===== src/design/pesd_regs.svh =====
/*
 * Register offsets, field positions, reset values and event encodings
 * for the performance event select decoder.
 * Assumes inclusion by its bare name from the top module.
 */
`ifndef PESD_REGS_SVH
`define PESD_REGS_SVH

// ----------------------------------------------------------------------------
// Register byte offsets
// ----------------------------------------------------------------------------
`define PESD_SEL_OFS 4'h0
`define PESD_CNT_OFS 4'h4
`define PESD_STAT_OFS 4'h8

// ----------------------------------------------------------------------------
// Select register fields, reset values and counter index
// ----------------------------------------------------------------------------
`define PESD_SEL_EVT_LSB 0
`define PESD_SEL_MASK_LSB 8
`define PESD_SEL_EDGE_BIT 16
`define PESD_SEL_ANY_BIT 17
`define PESD_SEL_EN_BIT 18
`define PESD_SEL_THR_LSB 24
`define PESD_SEL_RESET 32'h00000000
`define PESD_CNT_RESET 32'h00000000
`define PESD_COUNTER_INDEX 2'h0

// ----------------------------------------------------------------------------
// Event numbers
// ----------------------------------------------------------------------------
`define PESD_EV_UOP_QUEUE 8'h79
`define PESD_EV_ICACHE 8'h80
`define PESD_EV_INSTR_TRANSLATION_BUFFER_MISS 8'h85
`define PESD_EV_DECODE_STALL 8'h87
`define PESD_EV_BR_EXEC 8'h88
`define PESD_EV_BR_MISP 8'h89
`define PESD_EV_UNDELIVERED 8'h9C
`define PESD_EV_PORT_DISP 8'hA1
`define PESD_EV_RES_STALL 8'hA2
`define PESD_EV_PEND_LOAD 8'hA3
`define PESD_EV_LOOP_DET 8'hA8
`define PESD_EV_PATH_SWITCH 8'hAB
`define PESD_EV_OPC_FILL 8'hAC
`define PESD_EV_INSTR_TRANSLATION_BUFFER_FLUSH 8'hAE
`define PESD_EV_OFFCORE 8'hB0

// ----------------------------------------------------------------------------
// Unit mask values
// ----------------------------------------------------------------------------
`define PESD_UM_ANY_PATH 8'h3C
`define PESD_UM_ALL 8'hFF
`define PESD_UM_TAKEN 8'h80
`define PESD_UM_NOT_TAKEN 8'h40
`define PESD_UM_COND 8'h01
`define PESD_UM_TYPES 8'h3F
`define PESD_UM_PORT2 8'h0C
`define PESD_UM_PORT3 8'h30

`endif


===== src/design/pesd_pkg.sv =====
/*
 * Types shared by the performance event select decoder.
 * Assumes the constants header sits in the include path.
 */
package pesd_pkg;

    // Per-cycle condition strobes from the core pipeline units
    typedef struct packed {
        logic [2:0] uq_any_path;     // Uops into decoded_uop_queue this cycle
        logic fetch_stall;
        logic icache_miss;
        logic instr_translation_buffer_walk_start;
        logic instr_translation_buffer_walk_done;
        logic walker_busy;
        logic second_level_translation_buffer_hit;
        logic lcp_stall;
        logic iq_full;
        logic [5:0] br_type;         // Cond, direct, indirect, return, call, ind call
        logic br_valid;
        logic br_taken;
        logic br_misp;
        logic [2:0] undelivered;     // Slots not given to rename_stage
        logic [5:0] port_disp;       // Dispatch on ports 0 to 5
        logic stall_any;
        logic stall_rs;
        logic stall_sb;
        logic stall_rob;
        logic [3:0] pend_thread;     // L2 miss, memory, no execute, L1 miss
        logic [3:0] pend_other;      // Same from the sibling thread
        logic [2:0] lsd_uops;
        logic path_switch;
        logic switch_penalty;
        logic opc_fill_big;
        logic instr_translation_buffer_flush;
        logic req_data_rd;
        logic req_code_rd;
        logic req_rfo;
    } pesd_cond_t;

    // Packed view of the select register
    typedef struct packed {
        logic [7:0] threshold;
        logic [4:0] reserved;        // Bits 23:19 read back as zero
        logic enable;
        logic any_thread;
        logic edge_det;
        logic [7:0] umask;
        logic [7:0] event_num;
    } pesd_sel_t;

    // Bus slave states
    typedef enum logic [1:0] {
        PESD_IDLE = 2'b01,
        PESD_ACK = 2'b10
    } pesd_bus_t;

endpackage


===== src/design/pesd_top.sv =====
/*
 * Performance event select decoder with one general counter.
 * Software picks an event number and unit mask over Avalon-MM; the
 * selected pipeline condition is added to the counter each clock.
 * Assumes condition strobes arrive synchronous to clk_in.
 */
// Design decisions made here: the register addresses and the Avalon-MM register port.
//
// Behaviour
// - Event 79H mask 3CH adds uops delivered to queue from every path.
// - Event 80H mask 04H counts cycles of fetch stall from cache or TLB miss.
// - Event 80H mask 02H counts instruction cache misses, uncacheable included.
// - Event 85H counts walk starts, walk completions, walker busy, second-level hits.
// - Event 87H counts prefix length stalls and instruction queue full cycles.
// - Branch type bits count only with a direction bit; taken needs a type.
// - Not-taken qualifier applies only with the conditional type bit.
// - Event 88H mask FFH counts every executed near branch, squashed ones too.
// - Event 89H uses the same encoding for mispredicted branches.
// - Event 9CH mask 01H counts undelivered slots; threshold may qualify them.
// - Event A1H counts dispatch cycles per port with the listed masks.
// - Event A2H counts allocation stalls: any, station, store buffer, reorder buffer.
// - Pending load event counts L2 miss, memory, L1 miss, no-execute cycles; L1 miss counts only with COUNTER_INDEX 2.
// - All-threads qualifier makes pending load counts per core.
// - Event A8H mask 01H counts uops from the loop stream detector.
// - Event ABH counts path switches (01H) and their delay cycles (02H).
// - Event ACH mask 08H counts fills needing more than three lines.
// - Event AEH mask 01H counts instruction TLB flushes.
// - Offcore event counts demand data, code and ownership reads.
// - Threshold one adds one per cycle with a nonzero condition.
// - Edge with threshold counts only transitions into the condition.
`timescale 1ns/1ps
`default_nettype none
`include "pesd_regs.svh"

module pesd_top
    import pesd_pkg::*;
#(
    parameter int CNT_W = 32,
    parameter logic [1:0] COUNTER_INDEX = `PESD_COUNTER_INDEX
) (
    // Clock and reset
    input wire logic clk_in,
    input wire logic reset_in,
    // Pipeline condition strobes
    input wire pesd_cond_t cond_in,
    // Avalon-MM slave
    input wire logic [3:0] avs_address_in,
    input wire logic avs_read_in,
    input wire logic avs_write_in,
    input wire logic [31:0] avs_writedata_in,
    input wire logic [3:0] avs_byteenable_in,
    output logic [31:0] avs_readdata_out,
    output logic avs_waitrequest_out,
    output logic avs_response_out,
    // Counter value
    output logic [CNT_W-1:0] count_out
);

    // ------------------------------------------------------------------------
    // Decode helpers
    // ------------------------------------------------------------------------

    // Branch qualifier match shared by executed and mispredicted events
    function automatic logic br_match(input logic [7:0] um, input logic [5:0] typ,
                                      input logic taken);
        logic type_hit;
        logic dir_hit;
        type_hit = |(um[5:0] & typ);
        // Not-taken only honoured for the conditional type
        dir_hit = (um[7] & taken) | (um[6] & ~taken & typ[0] & um[0]);
        br_match = type_hit & dir_hit;
    endfunction

    // Byte-lane merge of a write into a register word
    function automatic logic [31:0] lane_merge(input logic [31:0] old_v,
                                               input logic [31:0] new_v,
                                               input logic [3:0] be);
        logic [31:0] res;
        res = old_v;
        for (int i = 0; i < 4; i++) begin
            if (be[i]) begin
                res[i*8 +: 8] = new_v[i*8 +: 8];
            end
        end
        lane_merge = res;
    endfunction

    // ------------------------------------------------------------------------
    // State
    // ------------------------------------------------------------------------
    pesd_sel_t sel_q, sel_d;
    logic [CNT_W-1:0] cnt_q, cnt_d;
    logic above_q, above_d;
    pesd_bus_t bus_q, bus_d;
    logic [31:0] rdata_q, rdata_d;
    logic wait_q, wait_d;
    logic resp_q, resp_d;
    logic [3:0] amount;
    logic [3:0] pend;
    logic hit;

    // Selected condition as a per-cycle amount
    always_comb begin
        amount = 4'h0;
        pend = cond_in.pend_thread;
        if (sel_q.any_thread) begin
            pend = cond_in.pend_thread | cond_in.pend_other;
        end
        unique case (sel_q.event_num)
            `PESD_EV_UOP_QUEUE: begin
                if (sel_q.umask == `PESD_UM_ANY_PATH) begin
                    amount = {1'b0, cond_in.uq_any_path};
                end
            end
            `PESD_EV_ICACHE: begin
                amount = {3'h0, (sel_q.umask[2] & cond_in.fetch_stall)
                               | (sel_q.umask[1] & cond_in.icache_miss)};
            end
            `PESD_EV_INSTR_TRANSLATION_BUFFER_MISS: begin
                amount = {3'h0, (sel_q.umask[0] & cond_in.instr_translation_buffer_walk_start)
                               | (sel_q.umask[1] & cond_in.instr_translation_buffer_walk_done)
                               | (sel_q.umask[2] & cond_in.walker_busy)
                               | (sel_q.umask[4] & cond_in.second_level_translation_buffer_hit)};
            end
            `PESD_EV_DECODE_STALL: begin
                amount = {3'h0, (sel_q.umask[0] & cond_in.lcp_stall)
                               | (sel_q.umask[2] & cond_in.iq_full)};
            end
            `PESD_EV_BR_EXEC: begin
                if (sel_q.umask == `PESD_UM_ALL) begin
                    amount = {3'h0, cond_in.br_valid};
                end else begin
                    amount = {3'h0, cond_in.br_valid
                             & br_match(sel_q.umask, cond_in.br_type, cond_in.br_taken)};
                end
            end
            `PESD_EV_BR_MISP: begin
                if (sel_q.umask == `PESD_UM_ALL) begin
                    amount = {3'h0, cond_in.br_valid & cond_in.br_misp};
                end else begin
                    amount = {3'h0, cond_in.br_valid & cond_in.br_misp
                             & br_match(sel_q.umask, cond_in.br_type, cond_in.br_taken)};
                end
            end
            `PESD_EV_UNDELIVERED: begin
                if (sel_q.umask == `PESD_UM_COND) begin
                    amount = {1'b0, cond_in.undelivered};
                end
            end
            `PESD_EV_PORT_DISP: begin
                amount = {3'h0, (sel_q.umask[0] & cond_in.port_disp[0])
                               | (sel_q.umask[1] & cond_in.port_disp[1])
                               | (|(sel_q.umask & `PESD_UM_PORT2) & cond_in.port_disp[2])
                               | (|(sel_q.umask & `PESD_UM_PORT3) & cond_in.port_disp[3])
                               | (sel_q.umask[6] & cond_in.port_disp[4])
                               | (sel_q.umask[7] & cond_in.port_disp[5])};
            end
            `PESD_EV_RES_STALL: begin
                amount = {3'h0, (sel_q.umask[0] & cond_in.stall_any)
                               | (sel_q.umask[2] & cond_in.stall_rs)
                               | (sel_q.umask[3] & cond_in.stall_sb)
                               | (sel_q.umask[4] & cond_in.stall_rob)};
            end
            `PESD_EV_PEND_LOAD: begin
                // Memory loads on counters 0 to 3, L1 miss on counter two only
                amount = {3'h0, (sel_q.umask[0] & pend[0])
                               | (sel_q.umask[1] & pend[1])
                               | (sel_q.umask[2] & pend[2])
                               | (sel_q.umask[3] & pend[3] & (COUNTER_INDEX == 2'h2))};
            end
            `PESD_EV_LOOP_DET: begin
                if (sel_q.umask == `PESD_UM_COND) begin
                    amount = {1'b0, cond_in.lsd_uops};
                end
            end
            `PESD_EV_PATH_SWITCH: begin
                amount = {3'h0, (sel_q.umask[0] & cond_in.path_switch)
                               | (sel_q.umask[1] & cond_in.switch_penalty)};
            end
            `PESD_EV_OPC_FILL: begin
                amount = {3'h0, sel_q.umask[3] & cond_in.opc_fill_big};
            end
            `PESD_EV_INSTR_TRANSLATION_BUFFER_FLUSH: begin
                amount = {3'h0, sel_q.umask[0] & cond_in.instr_translation_buffer_flush};
            end
            `PESD_EV_OFFCORE: begin
                amount = {3'h0, (sel_q.umask[0] & cond_in.req_data_rd)
                               | (sel_q.umask[1] & cond_in.req_code_rd)
                               | (sel_q.umask[2] & cond_in.req_rfo)};
            end
            default: begin
                amount = 4'h0;
            end
        endcase
    end

    // ------------------------------------------------------------------------
    // Counter with threshold and edge qualification
    // ------------------------------------------------------------------------
    always_comb begin
        hit = ({4'h0, amount} >= sel_q.threshold);
        above_d = hit;
        cnt_d = cnt_q;
        if (sel_q.enable) begin
            if (sel_q.threshold == 8'h00) begin
                cnt_d = cnt_q + CNT_W'(amount);
            end else if (sel_q.edge_det) begin
                if (hit && !above_q) begin
                    cnt_d = cnt_q + CNT_W'(1);
                end
            end else if (hit) begin
                cnt_d = cnt_q + CNT_W'(1);
            end
        end
        if (bus_q == PESD_IDLE && avs_write_in && avs_address_in == `PESD_CNT_OFS) begin
            cnt_d = CNT_W'(lane_merge(32'(cnt_q), avs_writedata_in, avs_byteenable_in));
        end
    end

    // ------------------------------------------------------------------------
    // Avalon-MM slave: one wait cycle, then acknowledge
    // ------------------------------------------------------------------------
    always_comb begin
        bus_d = bus_q;
        sel_d = sel_q;
        rdata_d = rdata_q;
        wait_d = 1'b1;
        // Response only stands in the acknowledge cycle
        resp_d = 1'b0;
        unique case (bus_q)
            PESD_IDLE: begin
                if (avs_read_in || avs_write_in) begin
                    bus_d = PESD_ACK;
                    wait_d = 1'b0;
                    resp_d = 1'b0;
                    rdata_d = 32'h00000000;
                    unique case (avs_address_in)
                        `PESD_SEL_OFS: begin
                            rdata_d = 32'(sel_q);
                            if (avs_write_in) begin
                                sel_d = pesd_sel_t'(lane_merge(32'(sel_q), avs_writedata_in,
                                                               avs_byteenable_in));
                                sel_d.reserved = 5'h00;
                            end
                        end
                        `PESD_CNT_OFS: begin
                            rdata_d = 32'(cnt_q);
                        end
                        `PESD_STAT_OFS: begin
                            rdata_d = {28'h0000000, amount};
                        end
                        default: begin
                            resp_d = 1'b1;
                        end
                    endcase
                end
            end
            PESD_ACK: begin
                bus_d = PESD_IDLE;
            end
        endcase
    end

    // Register all state
    always_ff @(posedge clk_in) begin
        if (reset_in) begin
            sel_q <= pesd_sel_t'(`PESD_SEL_RESET);
            cnt_q <= CNT_W'(`PESD_CNT_RESET);
            above_q <= 1'b0;
            bus_q <= PESD_IDLE;
            rdata_q <= 32'h00000000;
            wait_q <= 1'b1;
            resp_q <= 1'b0;
        end else begin
            sel_q <= sel_d;
            cnt_q <= cnt_d;
            above_q <= above_d;
            bus_q <= bus_d;
            rdata_q <= rdata_d;
            wait_q <= wait_d;
            resp_q <= resp_d;
        end
    end

    assign avs_readdata_out = rdata_q;
    assign avs_waitrequest_out = wait_q;
    assign avs_response_out = resp_q;
    assign count_out = cnt_q;

endmodule
`default_nettype wire


===== config.mk =====
export PLATFORM = sky130hd
export DESIGN_NAME = pesd_top
export DESIGN_NICKNAME = d
export VERILOG_FILES = /design/src/design/pesd_pkg.sv /design/src/design/pesd_top.sv
export VERILOG_INCLUDE_DIRS = /design/src /design/src/design
export SDC_FILE = /design/constraint.sdc
export NUM_CORES = 1
export LEC_CHECK = 0
export BUFFER_PORTS_ARGS = -buffer_cell sky130_fd_sc_hd__clkbuf_2
export CORE_MARGIN = 2
export CORE_UTILIZATION = 50
export DETAILED_ROUTE_END_ITERATION = 16
export GPL_TIMING_DRIVEN = 1
export PLACE_DENSITY = 0.78
export SLEW_MARGIN = 10
export SYNTH_ARGS = -nofsm -noshare
export SYNTH_HDL_FRONTEND = slang
export SYNTH_SLANG_ARGS = --single-unit

===== constraint.sdc =====
create_clock -name clk_in -period 5.3 [get_ports clk_in]
set_input_delay 1.06 -clock clk_in [delete_from_list [all_inputs] [get_ports clk_in]]
set_output_delay 1.06 -clock clk_in [all_outputs]
set_load 0.01 [all_outputs]

==> run summary, run 1 <==
Status = finished, final reports clean
Placed cell count = 957
Synth Area in Simple Gates = 26.7%
Post-CTS sizing = 0
Xor-xnor portion of the synthesized cell area = 1.14%
Antenna viol nets, final = 0
Worst R2R Setup Slack = 0.82 ns
Pre-CTS setup slack = 0.633 ns
Total CTS buffers = 9
Family with the most delay on the worst path = simple AND/OR/NAND/NOR gates
Ant. Diodes = 0
Mux cell area share after synthesis = 0.371%
PD cells = 208 nW/µm²
Detailed Route WL = 18200 µm
H-tree depth = 3
Routability cong. = 0.998
Critical Path Max Stage Delay = 0.88 ns
First-pass GRT wire length = 28600 µm
Critical Path Sink Type = register
Slew Limit Fails = 0
Largest net degree at the start of global routing = 50
Post-CTS Setup Bufs = 0
Worst setup margin = 0.824 ns
Starting density of the core = 51.8%
Routed len/inst = 18.7 µm
Area growth syn-to-layout = 19.2%
Clk root buf = clkbuf_8
Final setup viols = 0
Crit-path max FO = 15
CTS sink cnt = 96
R2R cell count = 13
Sequential fraction of the synthesis area = 35.6%
CP Cell Sequence = nor4bb_1 > nand3_1 > nor4_1 > o2bb2ai_1 > nand3_1 > inv_1 > ha_1 > a21oi_1 > o21ai_1 > nand4_1 > nor2_1 > mux2i_1 > a221oi_1
Pint = 0.998 mW
Core Footprint = 10400 µm²
Area share of fa/ha/maj cells after synthesis = 1.76%
Later-pin clock latency in the skew report = 0.38 ns
Final period demand of the worst path = 4.48 ns
IO Pins = 161
Dpl hpwl = 13500 µm
Count leader, synth = dfxtp_1
Sw Ratio = 25.6%
Clock skew = 0.0130 ns
CTS tree = built
Yosys warnings = 0
Setup TNS = 0 ns
Crit Path Class = register to register
Clock transition at path regs = 0.09 ns
Max-cap violation count = 0
Worst r2r dst = count_out[31]
Grt total ovfl = 0
Synth async-reset ratio = 0%
Post-DR vias/cell = 6.28
Die H = 108 µm
DR pass1 iterations = 8
Psw = 0.343 mW
Total GRT Usage = 31.2%
Iter 0 DRT Violations = 702
Flop pwr share = 54.6%
Critical-path top delay cell = o21ai_1
Syn Area/Cell = 7.66 µm²
Number of global-route vias before repair = 5775
Worst IR drop on VDD = 0.000162 V
Top-area cell type share of the netlist area = 35.6%
Setup crit end = count_out[31]
Vias = 6111
Mapped Nets = 807
Row count = 37
Power share of the clock group = 37.5%
Fmax = 223 MHz
Number of fill cells = 977
Non-Filler Instances = 973
Main combinational cell family by area after synthesis = compound AO/OA/AOI/OAI gates
Worst Setup SP = sel_q[8]
Synth area leaders = dfxtp_1 (36%), a21oi_1 (7.2%), nand2_1 (6.1%), nor2_1 (5.8%), a22oi_1 (5.7%)
Initial antenna violation count = 0
Slew headroom = 21.3%
Area leader, netlist = dfxtp_1
# hold bufs at CTS = 0
Top FF cell, synth = dfxtp_1
Post-synth top cells = dfxtp_1 (96), nand2_1 (88), nor2_1 (83)
CP arrival = 4.76 ns
# DRC = 0
IO Port Bufs = 158
Synth Area in Compound Gates = 29.5%
Fin. Hold Viols = 0
CP Depth = 13
Pleak = 2.50 nW
Synthesized area = 5400 µm²
FF+latch count, synth = 96
Die area = 11600 µm²
Clock buffer depth = 2
Worst hold path type = register to register
Logic pwr share = 7.9%
Syn Inst Count = 705
Worst EP required = 5.58 ns
Die width = 108 µm
Post-synth EDFFs = 0
Critical R2R Launch = sel_q[8]
Share of layout cells above drive strength 1 = 24.9%
CP startpoint kind = register
Worst-Margin Slew = 1.18 ns
Worst path bufs/invs = 1
Unrepaired setup endpoints after global routing = no
Most frequent CP cell = nand3_1
Distinct cells, synth = 74
Final #Nets = 934
Final period util = 84.5%
cell usage in the layout, fill, tap and decap left out, types with 6 or more instances in the layout:
master / Yosys / layout
clkbuf_2: 0 / 158
dfxtp_1: 96 / 96
nand2_1: 88 / 88
nor2_1: 83 / 83
a21oi_1: 78 / 78
nand3_1: 52 / 52
a22oi_1: 41 / 41
o21ai_0: 25 / 24
inv_1: 15 / 15
a211oi_1: 10 / 10
clkbuf_8: 0 / 10
and3_1: 9 / 9
buf_4: 1 / 9
nand4_1: 8 / 8
a31oi_1: 7 / 7
o31ai_1: 7 / 7
o22ai_1: 6 / 6
a21o_1: 6 / 6
xor2_1: 6 / 6
nor3_1: 6 / 6
ha_1: 6 / 6
power groups by stage:
stage / registers (mW) / logic [mW] / clock network, mW
finish: 0.732 / 0.106 / 0.503
global route: 0.733 / 0.115 / 0.534
CTS: 0.732 / 0.104 / 0.506
detailed placement: 0.749 / 0.104 / 0
global placement: 0.749 / 0.101 / 0
floorplan: 0.748 / 0.0449 / 0
state kept, by name, indices dropped and copies added, names as in the netlist:
register and flops:
bus_q 2, avs_waitrequest_out 1, sel_q 27, count_out 32, avs_response_out 1, avs_readdata_out 32, above_q 1
worst reg2reg max path, delay by kind of cell, from the launching register on:
family	cells	cell delay [ns]
and+or+nand+nor	6	2.01
muxes	1	0.10
DFF	1	0.49
buffers and inverters	1	0.10
adders and majority gates	1	0.15
AOI/OAI and AO/OA	4	1.53
stage by stage:
stage                     cell area (µm²)  total power, mW  hold slack (ns)  util [%]
after floorplan                      5400            0.793            0.449         -
after global placement               6230            0.850            0.464      59.8
after detailed placement             6230            0.853            0.473      59.8
after CTS                            6440             1.34            0.490      61.8
after global routing                 6440             1.38            0.513      61.8
final                                6440             1.34            0.490      61.8
per-layer routing:
layer	vias to the layer above	GRT usage [%]	part of all wire (%)
met5	-	0	0
met4	0	9.52	2.2
met3	47	8.11	9.6
met2	298	50.7	47
met1	2916	40.8	41
li1	2850	-	-
worst min-delay path by stage:
stage                               from              endpoint  slack [ns]  depth (start not counted)
floorplan                      sel_q[30]             sel_q[30]        0.45                          2
global placement               sel_q[28]             sel_q[28]        0.46                          2
detailed placement  avs_readdata_out[27]  avs_readdata_out[27]        0.47                          2
CTS                            sel_q[28]             sel_q[28]        0.49                          2
global route                   sel_q[28]             sel_q[28]        0.51                          2
finish                         sel_q[28]             sel_q[28]        0.49                          2
cell type report:
| cell class | count | area (µm²) | share of cell area, % |
|---|---|---|---|
| timing repair buffer | 167 | 858 | 13.3 |
| tap | 136 | 170 | 2.64 |
| sequential | 96 | 1920 | 29.9 |
| multi-input combinational | 543 | 3230 | 50.1 |
| clock inverter | 6 | 66.3 | 1.03 |
| clock buffer | 10 | 138 | 2.14 |
| inverter | 15 | 56.3 | 0.875 |
cells by family (layout without fill, tap and decap cells):
kind of cell | count (synthesis) | count (layout)
AO/OA/AOI/OAI | 235 | 235
adder cells (fa/ha/maj) | 7 | 7
XOR/XNOR | 7 | 7
AND/OR/NAND/NOR | 292 | 292
buffers and inverters | 66 | 198
flip-flops | 96 | 96
multiplexers | 2 | 2
(Power assumes the default switching activity.)
==> run 2: changes to the inputs <==
Settings changed: CORE_UTILIZATION 50 to 47, PLACE_DENSITY 0.78 to 0.77.
Clock period 5.3 ns to 3.7 ns, I/O delays scaled along.
==> run 2 against run 1 <==
Compared with the run above: design area grew 6.8%; critical path depth grew 4; wire length shrank 5.5%; sequential power grew 43%; utilization shrank 1.1 points; first-iteration DRC count shrank 22%; critical endpoint is now count_out[26].
==> run summary, run 2 (synthesis results as in run 1) <==
Status = finished, final reports clean
Share of layout cells above drive strength 1 = 29.1% (+4.2 points)
Post-DR vias/cell = 6.00 (-4.5%)
Total CTS buffers = 9 (unchanged)
Pleak = 2.75 nW (+9.8%)
GR Util met1 = 36.4% (-4.4 points)
Slew Limit Fails = 0 (unchanged)
Slew headroom = 38.4% (+17 points)
Final Power = 2.16 mW (+61%)
Final period demand of the worst path = 3.50 ns (-0.975 ns)
Core Footprint = 11300 µm² (+8.7%)
Total GRT Usage = 27.2% (-4.1 points)
Crit Path Class = register to register
Worst hold path cell count = 2 (unchanged)
# DRC = 0 (unchanged)
Commonest non-fill, non-tap cells in the layout = clkbuf_2 (158), dfxtp_1 (91), nand2_1 (88)
Vias = 6073 (-0.62%)
IO Pins = 161 (unchanged)
Iter 0 DRT Violations = 547 (-22%)
Clock skew = 0.00738 ns (-0.00564 ns)
Clock buffer depth = 2 (unchanged)
IO Port Bufs = 158 (unchanged)
Initial antenna violation count = 0 (unchanged)
CP startpoint kind = register
Critical Path Sink Type = register
Starting density of the core = 47.7% (-4.1 points)
Die area = 12400 µm² (+6.1%)
Number of fill cells = 1049 (+7.4%)
Clock transition at path regs = 0.07 ns (-0.02 ns)
First-pass GRT wire length = 27700 µm (-3.2%)
Worst setup margin = 0.199 ns (-0.625 ns)
Final setup viols = 0 (unchanged)
Max-cap violation count = 0 (unchanged)
Pre-CTS setup slack = -0.213 ns (-0.846 ns)
Die H = 111 µm (+3.0%)
CTS sink cnt = 96 (unchanged)
Grt total ovfl = 0 (unchanged)
Fin. Hold Viols = 0 (unchanged)
Worst EP required = 3.98 ns (-1.60 ns)
FF+latch area = 1930 µm² (+0.33%)
Largest net degree at the start of global routing = 84 (+68%)
Dpl hpwl = 12500 µm (-7.2%)
Clk root buf = clkbuf_16
Multi-input gate area = 3300 µm² (+2.4%)
GR peak layer = met2
Die width = 111 µm (+3.0%)
# hold bufs at CTS = 0 (unchanged)
Worst IR drop on VDD = 0.000333 V (+110%)
Most common cell after layout, fill and taps aside = clkbuf_2
R2R cell count = 17 (+4)
Crit-path max FO = 10 (-5)
PD cells = 314 nW/µm² (+51%)
GRT met2 Usage = 43.6% (-7.1 points)
Row count = 39 (+5.4%)
Routed len/inst = 17.0 µm (-9.3%)
Later-pin clock latency in the skew report = 0.35 ns (-0.03 ns)
Routability cong. = 0.923 (-7.5%)
Final period util = 94.6% (+10 points)
Detailed Route WL = 17200 µm (-5.5%)
CP arrival = 3.79 ns (-0.97 ns)
Final #Nets = 967 (+3.5%)
Ant. Diodes = 0 (unchanged)
Worst-Margin Slew = 0.924 ns (-0.256 ns)
Area growth syn-to-layout = 27.3%
WHS = 0.485 ns (-0.00540 ns)
Fmax = 286 MHz (+28%)
Number of global-route vias before repair = 5617 (-2.7%)
DR pass1 iterations = 7 (-1)
H-tree depth = 3 (unchanged)
Worst hold path type = register to register
CTS tree = built
M3 GR Usage = 5.96% (-2.2 points)
Antenna viol nets, final = 0 (unchanged)
-- run 2: cell types whose count changed in the layout (fill, tap and decap cells not counted), moves of 2 or more --
cell        previous run  this run
clkbuf_8              10         2
dfxtp_2                0         5
clkinvlp_4             3         0
nor4_1                 4         2
buf_4                  9        42
dfxtp_1               96        91
and3_4                 0         2
clkbuf_1               0         2
clkbuf_16              0         9
-- run 2: metal layers --
| layer | vias to the layer above | share of wire (%) |
|---|---|---|
| met2 | 277 | 47 |
| met5 | - | 0 |
| met4 | 0 | 2.2 |
| met3 | 28 | 7.3 |
| li1 | 2914 | - |
| met1 | 2854 | 43 |
-- run 2: power by group --
group	leakage (nW)	internal (mW)	switching (mW)
Sequential	0.777	1.04	0.00839
Combinational	1.82	0.0602	0.0973
Clock	0.150	0.559	0.392
Total	2.75	1.66	0.498
-- run 2: critical path, cell delays in order (launching register included) --
cell       delay [ns]
dfxtp_1          0.55
nor2b_1          0.22
nand3_1          0.10
o311a_1          0.14
nor3_1           0.19
buf_4            0.15
a2111oi_4        0.05
nand3_1          0.08
ha_2             0.18
inv_2            0.04
fa_2             0.38
nand2b_4         0.16
a211oi_4         0.27
and3_4           0.26
buf_4            0.12
a311oi_1         0.08
a2111o_1         0.36
a21oi_2          0.10
-- run 2: worst paths after layout --
check	from	endpoint	slack, ns
setup reg to reg	sel_q[2]	count_out[26]	0.20
setup / recovery	sel_q[2]	count_out[26]	0.20
hold reg to reg	sel_q[31]	sel_q[31]	0.48
hold / removal	sel_q[31]	sel_q[31]	0.48
-- run 2: timing repair --
item	in CTS	in global routing
buffers inserted	0	1
setup endpoints to repair	0	12
resized for setup	0	14
-- run 2: layout make-up --
class	instances	share of cell area [%]
timing repair buffer	200	16.1
inverter	15	0.819
clock inverter	3	0.583
sequential	96	28.1
tap	143	2.60
multi-input combinational	543	48.1
clock buffer	13	3.79
-- run 2: stage by stage --
stage	TNS (ns)	instance area, µm²	utilization, %	cells
finish	0	6870	60.7	1013
global route	-0.00523	6870	60.7	1013
CTS	0	6810	60.2	1012
detailed placement	-0.844	6510	57.5	996
global placement	-0.770	6510	57.5	996
floorplan	0	5430	-	705
